[config.mk]
export PLATFORM = sky130hd
export DESIGN_NAME = vector_regfile
export DESIGN_NICKNAME = d
export VERILOG_FILES = /design/src/hdl/vreg_pkg.sv /design/src/hdl/vector_regfile.sv /design/src/hdl/fp_lane_classify.sv
export SDC_FILE = /design/constraint.sdc
export NUM_CORES = 2
export LEC_CHECK = 0
export BUFFER_PORTS_ARGS = -buffer_cell sky130_fd_sc_hd__buf_4
export CORE_MARGIN = 4
export CORE_UTILIZATION = 45
export CTS_BUF_LIST = sky130_fd_sc_hd__clkbuf_8 sky130_fd_sc_hd__clkbuf_16
export CTS_CLUSTER_DIAMETER = 100
export CTS_CLUSTER_SIZE = 8
export DETAILED_ROUTE_END_ITERATION = 8
export PLACE_DENSITY = 0.66
export SYNTH_ARGS = -nofsm -noshare
export SYNTH_HDL_FRONTEND = slang
export SYNTH_SLANG_ARGS = --single-unit
[constraint.sdc]
create_clock -name SYS_CLK -period 2.7 [get_ports SYS_CLK]
set_input_delay 0.54 -clock SYS_CLK [delete_from_list [all_inputs] [get_ports SYS_CLK]]
set_output_delay 0.54 -clock SYS_CLK [all_outputs]
set_load 0.1 [all_outputs]
[src/hdl/vreg_pkg.sv]
// Purpose: Shared constants, types and carriers of the packed vector register file.
// Assumes: Lanes hold single-precision values with a biased exponent.
// Notes: Every width, field position, encoding and byte-enable pattern lives here.
package vreg_pkg;

   // File geometry: eight registers of four 32-bit lanes.
   localparam int NUM_REGS = 8;
   localparam int IDX_W = 3;
   localparam int VEC_W = 128;
   localparam int LANE_W = 32;
   localparam int NUM_LANES = 4;
   localparam int HALF_W = 64;
   localparam int BYTES_PER_VEC = 16;

   // Single-precision field layout inside one lane.
   localparam int SIGN_POS = 31;
   localparam int EXP_MSB = 30;
   localparam int EXP_LSB = 23;
   localparam int EXP_W = 8;
   localparam int FRAC_W = 23;
   localparam int QUIET_POS = 22;
   localparam int EXP_BIAS = 127;
   localparam int PREC_BITS = 24;

   // Exponent patterns used by the classifier.
   localparam logic [EXP_W-1:0] EXP_ALL_ONES = 8'hFF;
   localparam logic [EXP_W-1:0] EXP_ALL_ZERO = 8'h00;
   localparam logic [FRAC_W-1:0] FRAC_ZERO = 23'h00_0000;

   // Default quiet NaN: sign set, exponent all ones, only the top fraction bit set.
   localparam logic [LANE_W-1:0] DEFAULT_QNAN = 32'hFFC0_0000;

   // Reset value of one lane.
   localparam logic [LANE_W-1:0] LANE_RESET = 32'h0000_0000;

   // Byte enables of a little-endian store, byte 0 at the lowest address.
   localparam logic [BYTES_PER_VEC-1:0] BE_FULL = 16'hFFFF;
   localparam logic [BYTES_PER_VEC-1:0] BE_LOW64 = 16'h00FF;
   localparam logic [BYTES_PER_VEC-1:0] BE_HIGH64 = 16'hFF00;
   localparam logic [BYTES_PER_VEC-1:0] BE_LANE32 = 16'h000F;

   // Access width and placement of one transfer.
   typedef enum logic [1:0] {
      MODE_FULL = 2'b00,
      MODE_LOW64 = 2'b01,
      MODE_HIGH64 = 2'b10,
      MODE_LANE32 = 2'b11
   } access_mode_t;

   // Bitwise lane operation of the read port.
   typedef enum logic [1:0] {
      OP_AND = 2'b00,
      OP_ANDN = 2'b01,
      OP_OR = 2'b10,
      OP_XOR = 2'b11
   } logic_op_t;

   // Encoding class of one lane.
   typedef enum logic [2:0] {
      CLS_ZERO = 3'b000,
      CLS_DENORM = 3'b001,
      CLS_NORMAL = 3'b010,
      CLS_INF = 3'b011,
      CLS_SNAN = 3'b100,
      CLS_QNAN = 3'b101
   } fp_class_t;

   // Write request from the execution units.
   typedef struct packed {
      logic en;
      logic [IDX_W-1:0] idx;
      access_mode_t mode;
      logic [VEC_W-1:0] data;
      logic [NUM_LANES-1:0] invalid;
   } wr_req_t;

   // Read request: two operand indices, width and lane operation.
   typedef struct packed {
      logic [IDX_W-1:0] idx_a;
      logic [IDX_W-1:0] idx_b;
      access_mode_t mode;
      logic_op_t op;
   } rd_req_t;

   // Registered read answer.
   typedef struct packed {
      logic [VEC_W-1:0] a;
      logic [VEC_W-1:0] b;
      logic [VEC_W-1:0] lgc;
      logic [BYTES_PER_VEC-1:0] store_be;
      fp_class_t [NUM_LANES-1:0] cls_a;
   } rd_rsp_t;

endpackage

[src/hdl/vector_regfile.sv]
// Purpose: Eight-entry 128-bit packed single-precision vector register file.
// Assumes: Decode and execution units drive requests synchronous to SYS_CLK.
// Notes: Reads answer one cycle after the request; writes land at the next edge.
`timescale 1ns/100ps

// Functional notes
// RULE1: eight 128-bit registers, index selected
// RULE2: operands only, never memory addresses
// RULE3: four lanes, lane 0 lowest
// RULE4: memory transfers in 64/128-bit blocks
// RULE5: lane operations parallel and independent
// RULE6: bits 0..127, little-endian bytes
// RULE7: separate from legacy register stack
// RULE8: full mode moves all 128 bits
// RULE9: 32-bit mode touches lane 0 only
// RULE10: sign, 8-bit biased exponent, 23-bit fraction
// RULE11: implied bit zero for zero/denormal
// RULE12: infinity, signalling and quiet NaN
// RULE13: masked invalid gives default quiet NaN
// RULE14: 32-bit lane, 24-bit precision
// RULE15: scalar store covers four bytes
// RULE16: usable in every execution mode
module vector_regfile (
   input wire logic SYS_CLK,
   input wire logic RST_B,
   input vreg_pkg::wr_req_t WR_REQ,
   input wire logic INVALID_MASKED,
   input vreg_pkg::rd_req_t RD_REQ,
   output vreg_pkg::rd_rsp_t RD_RSP
);
   import vreg_pkg::*;

   // The storage proper, one 128-bit word per register.
   // RULE1: eight indexed registers
   logic [VEC_W-1:0] file_reg [NUM_REGS];
   logic [VEC_W-1:0] file_next [NUM_REGS];

   // Registered read answer and its next value.
   rd_rsp_t rsp_reg;
   rd_rsp_t rsp_next;

   // Write data after default-NaN substitution.
   logic [VEC_W-1:0] wr_fixed;

   // Raw operands picked by index, before width masking.
   logic [VEC_W-1:0] raw_a;
   logic [VEC_W-1:0] raw_b;

   // Width mask of the read request.
   logic [VEC_W-1:0] rd_mask;

   // Masked operands and their lane-wise logical result.
   logic [VEC_W-1:0] opnd_a;
   logic [VEC_W-1:0] opnd_b;
   logic [VEC_W-1:0] lgc_comb;

   // Per-lane classes of operand A.
   fp_class_t [NUM_LANES-1:0] cls_comb;

   // Implied integer bits; kept for the datapath, checked below.
   logic [NUM_LANES-1:0] hidden_comb;

   // Full 24-bit significands of operand A, implied bit on top.
   logic [NUM_LANES-1:0][PREC_BITS-1:0] signif_comb;

   // RULE2: no address path
   // The file has no port toward address generation; only operand data leaves it.
   // RULE7: separate storage file
   // No legacy stack state is aliased here, so no clearing operation is needed.
   // RULE16: mode independent
   // Nothing in the file depends on the execution mode of the processor.

   // Operand selection by register index; read-during-write returns old data.
   // Keeping the old value avoids a long forwarding path through the write mux.
   assign raw_a = file_reg[RD_REQ.idx_a];
   assign raw_b = file_reg[RD_REQ.idx_b];

   // Width mask of the read request; the byte enables are set with the read answer.
   always_comb begin
      unique case (RD_REQ.mode)
         // RULE8: all 128 bits
         MODE_FULL: begin
            rd_mask = {NUM_LANES{~LANE_RESET}};
         end
         // RULE4: 64-bit low block
         MODE_LOW64: begin
            rd_mask = {{(NUM_LANES/2){LANE_RESET}}, {(NUM_LANES/2){~LANE_RESET}}};
         end
         // RULE4: 64-bit high block
         MODE_HIGH64: begin
            rd_mask = {{(NUM_LANES/2){~LANE_RESET}}, {(NUM_LANES/2){LANE_RESET}}};
         end
         // RULE9: lane 0 only
         MODE_LANE32: begin
            rd_mask = {{(NUM_LANES-1){LANE_RESET}}, ~LANE_RESET};
         end
      endcase
   end

   // Masked operands as seen by the execution units.
   // Lanes outside the requested block read as zero, so a narrow store never drags stale bytes.
   assign opnd_a = raw_a & rd_mask;
   assign opnd_b = raw_b & rd_mask;

   // One lane slice per iteration: NaN substitution, logic op and class decode.
   // RULE3: lane l at bits 32*l up
   // RULE5: independent lanes
   for (genvar l = 0; l < NUM_LANES; l++) begin : g_lane
      // Lane slices of the operands.
      logic [LANE_W-1:0] la;
      logic [LANE_W-1:0] lb;

      assign la = opnd_a[l*LANE_W +: LANE_W];
      assign lb = opnd_b[l*LANE_W +: LANE_W];

      // RULE13: default quiet NaN
      // A masked invalid lane is replaced; an unmasked one is left to the trap path.
      assign wr_fixed[l*LANE_W +: LANE_W] = (WR_REQ.invalid[l] && INVALID_MASKED) ?
         DEFAULT_QNAN : WR_REQ.data[l*LANE_W +: LANE_W];

      // Bitwise lane operation; each lane sees only its own slices.
      // The result is built in a lane-local variable so that each slice of
      // the shared vector has exactly one driver.
      logic [LANE_W-1:0] lr;

      always_comb begin
         unique case (RD_REQ.op)
            OP_AND: begin
               lr = la & lb;
            end
            OP_ANDN: begin
               lr = ~la & lb;
            end
            OP_OR: begin
               lr = la | lb;
            end
            OP_XOR: begin
               lr = la ^ lb;
            end
         endcase
      end

      assign lgc_comb[l*LANE_W +: LANE_W] = lr;

      // RULE10: field decode per lane
      fp_lane_classify u_cls (
         .lane(la),
         .cls(cls_comb[l]),
         .hidden_bit(hidden_comb[l])
      );

      // RULE14: 24-bit significand per lane
      // The stored fraction gains the implied bit; only the checks read it so far.
      assign signif_comb[l] = {hidden_comb[l], la[FRAC_W-1:0]};
   end

   // Next state of the storage: only the addressed register changes.
   always_comb begin
      for (int r = 0; r < NUM_REGS; r++) begin
         file_next[r] = file_reg[r];
      end
      if (WR_REQ.en) begin
         unique case (WR_REQ.mode)
            // RULE8: full-width write
            MODE_FULL: begin
               file_next[WR_REQ.idx] = wr_fixed;
            end
            // RULE4: low 64-bit block, upper half kept
            MODE_LOW64: begin
               file_next[WR_REQ.idx][HALF_W-1:0] = wr_fixed[HALF_W-1:0];
            end
            // RULE4: high 64-bit block, lower half kept
            MODE_HIGH64: begin
               file_next[WR_REQ.idx][VEC_W-1:HALF_W] = wr_fixed[VEC_W-1:HALF_W];
            end
            // RULE9: scalar write, upper lanes pass
            MODE_LANE32: begin
               file_next[WR_REQ.idx][LANE_W-1:0] = wr_fixed[LANE_W-1:0];
            end
         endcase
      end
   end

   // Next value of the read answer.
   always_comb begin
      rsp_next.a = opnd_a;
      rsp_next.b = opnd_b;
      rsp_next.lgc = lgc_comb;
      rsp_next.cls_a = cls_comb;
      // RULE6: byte n at address base plus n
      // RULE15: scalar store four bytes
      unique case (RD_REQ.mode)
         MODE_FULL: begin
            rsp_next.store_be = BE_FULL;
         end
         MODE_LOW64: begin
            rsp_next.store_be = BE_LOW64;
         end
         MODE_HIGH64: begin
            rsp_next.store_be = BE_HIGH64;
         end
         MODE_LANE32: begin
            rsp_next.store_be = BE_LANE32;
         end
      endcase
   end

   // Storage and answer registers; reset clears every register to zero.
   always_ff @(posedge SYS_CLK or negedge RST_B) begin
      if (!RST_B) begin
         for (int r = 0; r < NUM_REGS; r++) begin
            file_reg[r] <= {NUM_LANES{LANE_RESET}};
         end
         rsp_reg <= '0;
      end else begin
         for (int r = 0; r < NUM_REGS; r++) begin
            file_reg[r] <= file_next[r];
         end
         rsp_reg <= rsp_next;
      end
   end

   // The answer leaves straight from its flip-flops.
   assign RD_RSP = rsp_reg;
endmodule // vector_regfile

[src/hdl/fp_lane_classify.sv]
// Purpose: Classify one single-precision lane and recover its implied integer bit.
// Assumes: Purely combinational; the caller registers the class but not the implied bit.
// Notes: Stateless, so it can be replicated once per lane.
`timescale 1ns/100ps
module fp_lane_classify (
   input wire logic [vreg_pkg::LANE_W-1:0] lane,
   output vreg_pkg::fp_class_t cls,
   output logic hidden_bit
);
   import vreg_pkg::*;

   // Exponent and fraction views of the lane.
   logic [EXP_W-1:0] exp_field;
   logic [FRAC_W-1:0] frac_field;

   assign exp_field = lane[EXP_MSB:EXP_LSB];
   assign frac_field = lane[FRAC_W-1:0];

   // The implied bit is one except for zeros and denormals.
   // RULE11: implied bit decode
   assign hidden_bit = (exp_field != EXP_ALL_ZERO);

   // Class decode; the quiet bit splits the two NaN kinds.
   always_comb begin
      if (exp_field == EXP_ALL_ONES) begin
         // RULE12: infinity and NaN kinds
         if (frac_field == FRAC_ZERO) begin
            cls = CLS_INF;
         end else if (lane[QUIET_POS]) begin
            cls = CLS_QNAN;
         end else begin
            cls = CLS_SNAN;
         end
      end else if (exp_field == EXP_ALL_ZERO) begin
         cls = (frac_field == FRAC_ZERO) ? CLS_ZERO : CLS_DENORM;
      end else begin
         cls = CLS_NORMAL;
      end
   end

endmodule // fp_lane_classify

==> results.yml <==
run_status:
  status: "complete, but fails checks"
  violations: "setup timing"
worst_setup_path:
  cp-start-kind: "register"
  worst_setup_path_end_kind: "register"
  cp.arrival_ns: 3.49
  worst_path_largest_cell_delay_ns: 0.57
  required_ns: 3.46
  worstPathCellList: "mux4_2 -> or4_4 -> nor3_4 -> and4_1 -> o311ai_1 -> buf_4 -> mux2_2 -> a22oi_2"
  slowest_stage: "or4_4"
  critPathKind: "reg -> reg"
  cp_max_fo: 3
timing:
  rsz0062_at_grt: "true"
  min_period_over_period_pct: 101.2
  slew-limit-headroom_pct: 45.14
  period_minus_slack_ns: 2.732
  setup_viol: 1
  skew_ns: 0.05589
  worstMarginPinSlew_ns: 0.8198
  hold_viol_final: 0
  setup_ws_ns: -0.03236
  drv_slew: 0
  max_freq_mhz: 366.0
clocking:
  cts_made_buffers: 195
  clock-sinks: 1423
  cts_root_buf: "clkbuf_16"
  cts.htree.levels: 4
  cts_tree: "built"
  clock_path_buffers: 3
  clk_latency_ns: 0.85
  path_clk_slew_ns: 0.05
job:
  drv_cap: 0
global_route:
  antenna_found_initial: 14
  grt-ovfl-total: 0
  grt_max_degree: 129
  track_usage_pct: 27.64
  grt_pass1_wl_um: 345900
  grt_pass1_vias: 56410
route:
  ant_nets: 0
  post_drt_wl_per_cell_um: 23.54
  drtIter0Drc: 4420
  first_pass_iters: 5
  vias: 55160
  drt_drc_violations_left: 0
  wirelength_um: 225100
  vias_per_cell: 5.769
layout:
  stdcell_count: 9561
  final_nets: 7761
  fin_area_mm2: 0.08689
  final_util_pct: 55.69
  syn2layout_area_growth_pct: 23.15
  drive_gt1_share_pct: 27.61
  largest_register_ffs: 1024
min_path:
  hp-class: "in -> reg"
synthesis:
  synth-edff-count: 0
  synth-seq-area-share_pct: 50.47
  syn_inst: 6602
  yosysWarnings: 0
  syn_area_per_cell_um2: 10.69
  synthDistinctLibCells: 57
  synth_ff_type: "dfrtp_1"
  synth_nets: 6881
  ys_async_sr_fraction_pct: 100.0
  synth_area_mm2: 0.07055
  ys_ff_latch: 1423
floorplanning:
  row_count: 145
  fp.dieW_um: 404.0
  die_area_mm2: 0.1632
  start_util_pct: 45.22
  io_pins: 563
  die_y_um: 404.0
  core_area_mm2: 0.1560
power_and_ir_drop:
  powerDensity_mw_per_mm2: 844.6
  power_leakage_nw: 41.53
  ir_worst_vdd_mv: 0.7380
placement:
  dp_hpwl_um: 156400
  dp.cells: 9339
  place.gp.congestion: 0.8935
  post_dp_cell_area_mm2: 0.08155
  port_buffers: 562
## layout make-up
class | count | area [µm²]
fill | 13100 | 69140
timing repair buffer | 1182 | 10590
multi-input combinational | 4417 | 31840
sequential | 1423 | 35610
clock inverter | 16 | 389.1
inverter | 263 | 989.7
clock buffer | 195 | 4880
tap | 2058 | 2575
antenna | 7 | 17.52
## stage by stage
step,TNS [ns],hold slack [ns],worst slack [ns],total power [mW]
after floorplan,-1.176,0.2444,-0.03994,43.39
after global placement,-18.44,0.4724,-0.5067,50.71
after detailed placement,-21.43,0.4851,-0.5120,51.41
after CTS,0,0.01823,0.002245,73.68
after global routing,-0.1371,0.07745,-0.1371,76.74
final,-0.03236,0.07093,-0.03236,73.39
## cell usage in the layout, fill, tap and decap left out, types with 5 or more instances in the layout
master     instances
nor3_1           226
nand2_1         1547
buf_8              7
a21oi_1          223
o21a_1            12
a21o_1            13
buf_4           1041
mux4_1            14
nand3_1           13
nand4_1            9
nor4_1            28
mux4_2           498
mux2i_1           83
or2_2             11
mux2_2           132
nor3b_1            5
clkbuf_16        195
nand2_2           14
diode_2            7
dfrtp_1         1423
ha_1             128
buf_12           131
clkinv_16         10
nor2_1           146
nand2b_1          85
nor2b_1           57
a22o_1             8
inv_1            258
o21ai_0         1092
o311ai_0          10
and2_1             6
nand2_4            8
## report_power, final
part / switching [mW] / internal, mW / total (mW)
Sequential: 2.91 / 25.4 / 28.3
Clock: 9.33 / 12.8 / 22.1
Combinational: 14.6 / 8.36 / 23.0
Total: 26.9 / 46.5 / 73.4
## cells in the mapped netlist, types with 11 or more instances
library cell / n / area, µm²
a21o_1: 13 / 97.59
a21oi_1: 224 / 1121
buf_1: 37 / 138.9
buf_2: 46 / 230.2
buf_4: 27 / 202.7
buf_6: 18 / 202.7
clkbuf_1: 365 / 1370
dfrtp_1: 1423 / 35610
ha_1: 128 / 1602
inv_1: 258 / 968.4
mux2_2: 132 / 1486
mux2i_1: 83 / 830.8
mux4_1: 14 / 367.9
mux4_2: 498 / 11220
nand2_1: 1569 / 5889
nand2b_1: 85 / 531.8
nand3_1: 15 / 75.07
nor2_1: 146 / 548.0
nor2b_1: 57 / 356.6
nor3_1: 227 / 1136
nor4_1: 28 / 175.2
o21a_1: 12 / 90.09
o21ai_0: 1092 / 5465
o311ai_0: 11 / 96.34
or2_2: 11 / 68.82
## worst max-delay path, delay by kind of cell (launching register included)
family                 cells  cell delay [ns]
AO/OA/AOI/OAI              2             0.21
AND/OR/NAND/NOR            3             1.08
buffers and inverters      1             0.19
multiplexers               2             0.77
flip-flops                 1             0.41
## kinds of logic after synthesis
| family | share of synthesized area (%) |
|---|---|
| xor gates and xnor gates | 0.01242 |
| buffers and inverters | 4.593 |
| muxes | 19.70 |
| AOI/OAI and AO/OA | 10.12 |
| and+or+nand+nor | 12.84 |
| DFF | 50.47 |
| adders and majority gates | 2.270 |
## worst paths after layout
| check | slack, ns | cells after the start | endpoint | startpoint |
|---|---|---|---|---|
| hold reg to reg | 0.49 | 2 | file_reg[24] | file_reg[24] |
| min in group asynchronous | 0.32 | 2 | RD_RSP[62] | RST_B |
| setup / recovery | -0.03 | 8 | RD_RSP[6] | file_reg[69] |
| hold / removal | 0.07 | 3 | file_reg[1014] | WR_REQ[122] |
| max in group asynchronous | 1.32 | 3 | file_reg[1003] | RST_B |
| setup reg to reg | -0.03 | 8 | RD_RSP[6] | file_reg[69] |
## timing repair
action                                  CTS  global route
cloned                                    0             0
pin swaps                                 0             2
hold buffers                              1             0
endpoints found under the setup margin    1             1
gates resized for setup                   1             3
setup buffers                             0             3
endpoints found under the hold margin    49             0
## routing by layer
layer | GRT usage, % | share of wire [%] | up-vias
met1 | 37.10 | 41 | 27760
li1 | - | - | 24760
met5 | 0 | 0.051 | -
met3 | 6.869 | 8.8 | 454
met4 | 10.84 | 3.9 | 16
met2 | 43.56 | 47 | 2171
Note: power is estimated with default switching activity, not from simulation.
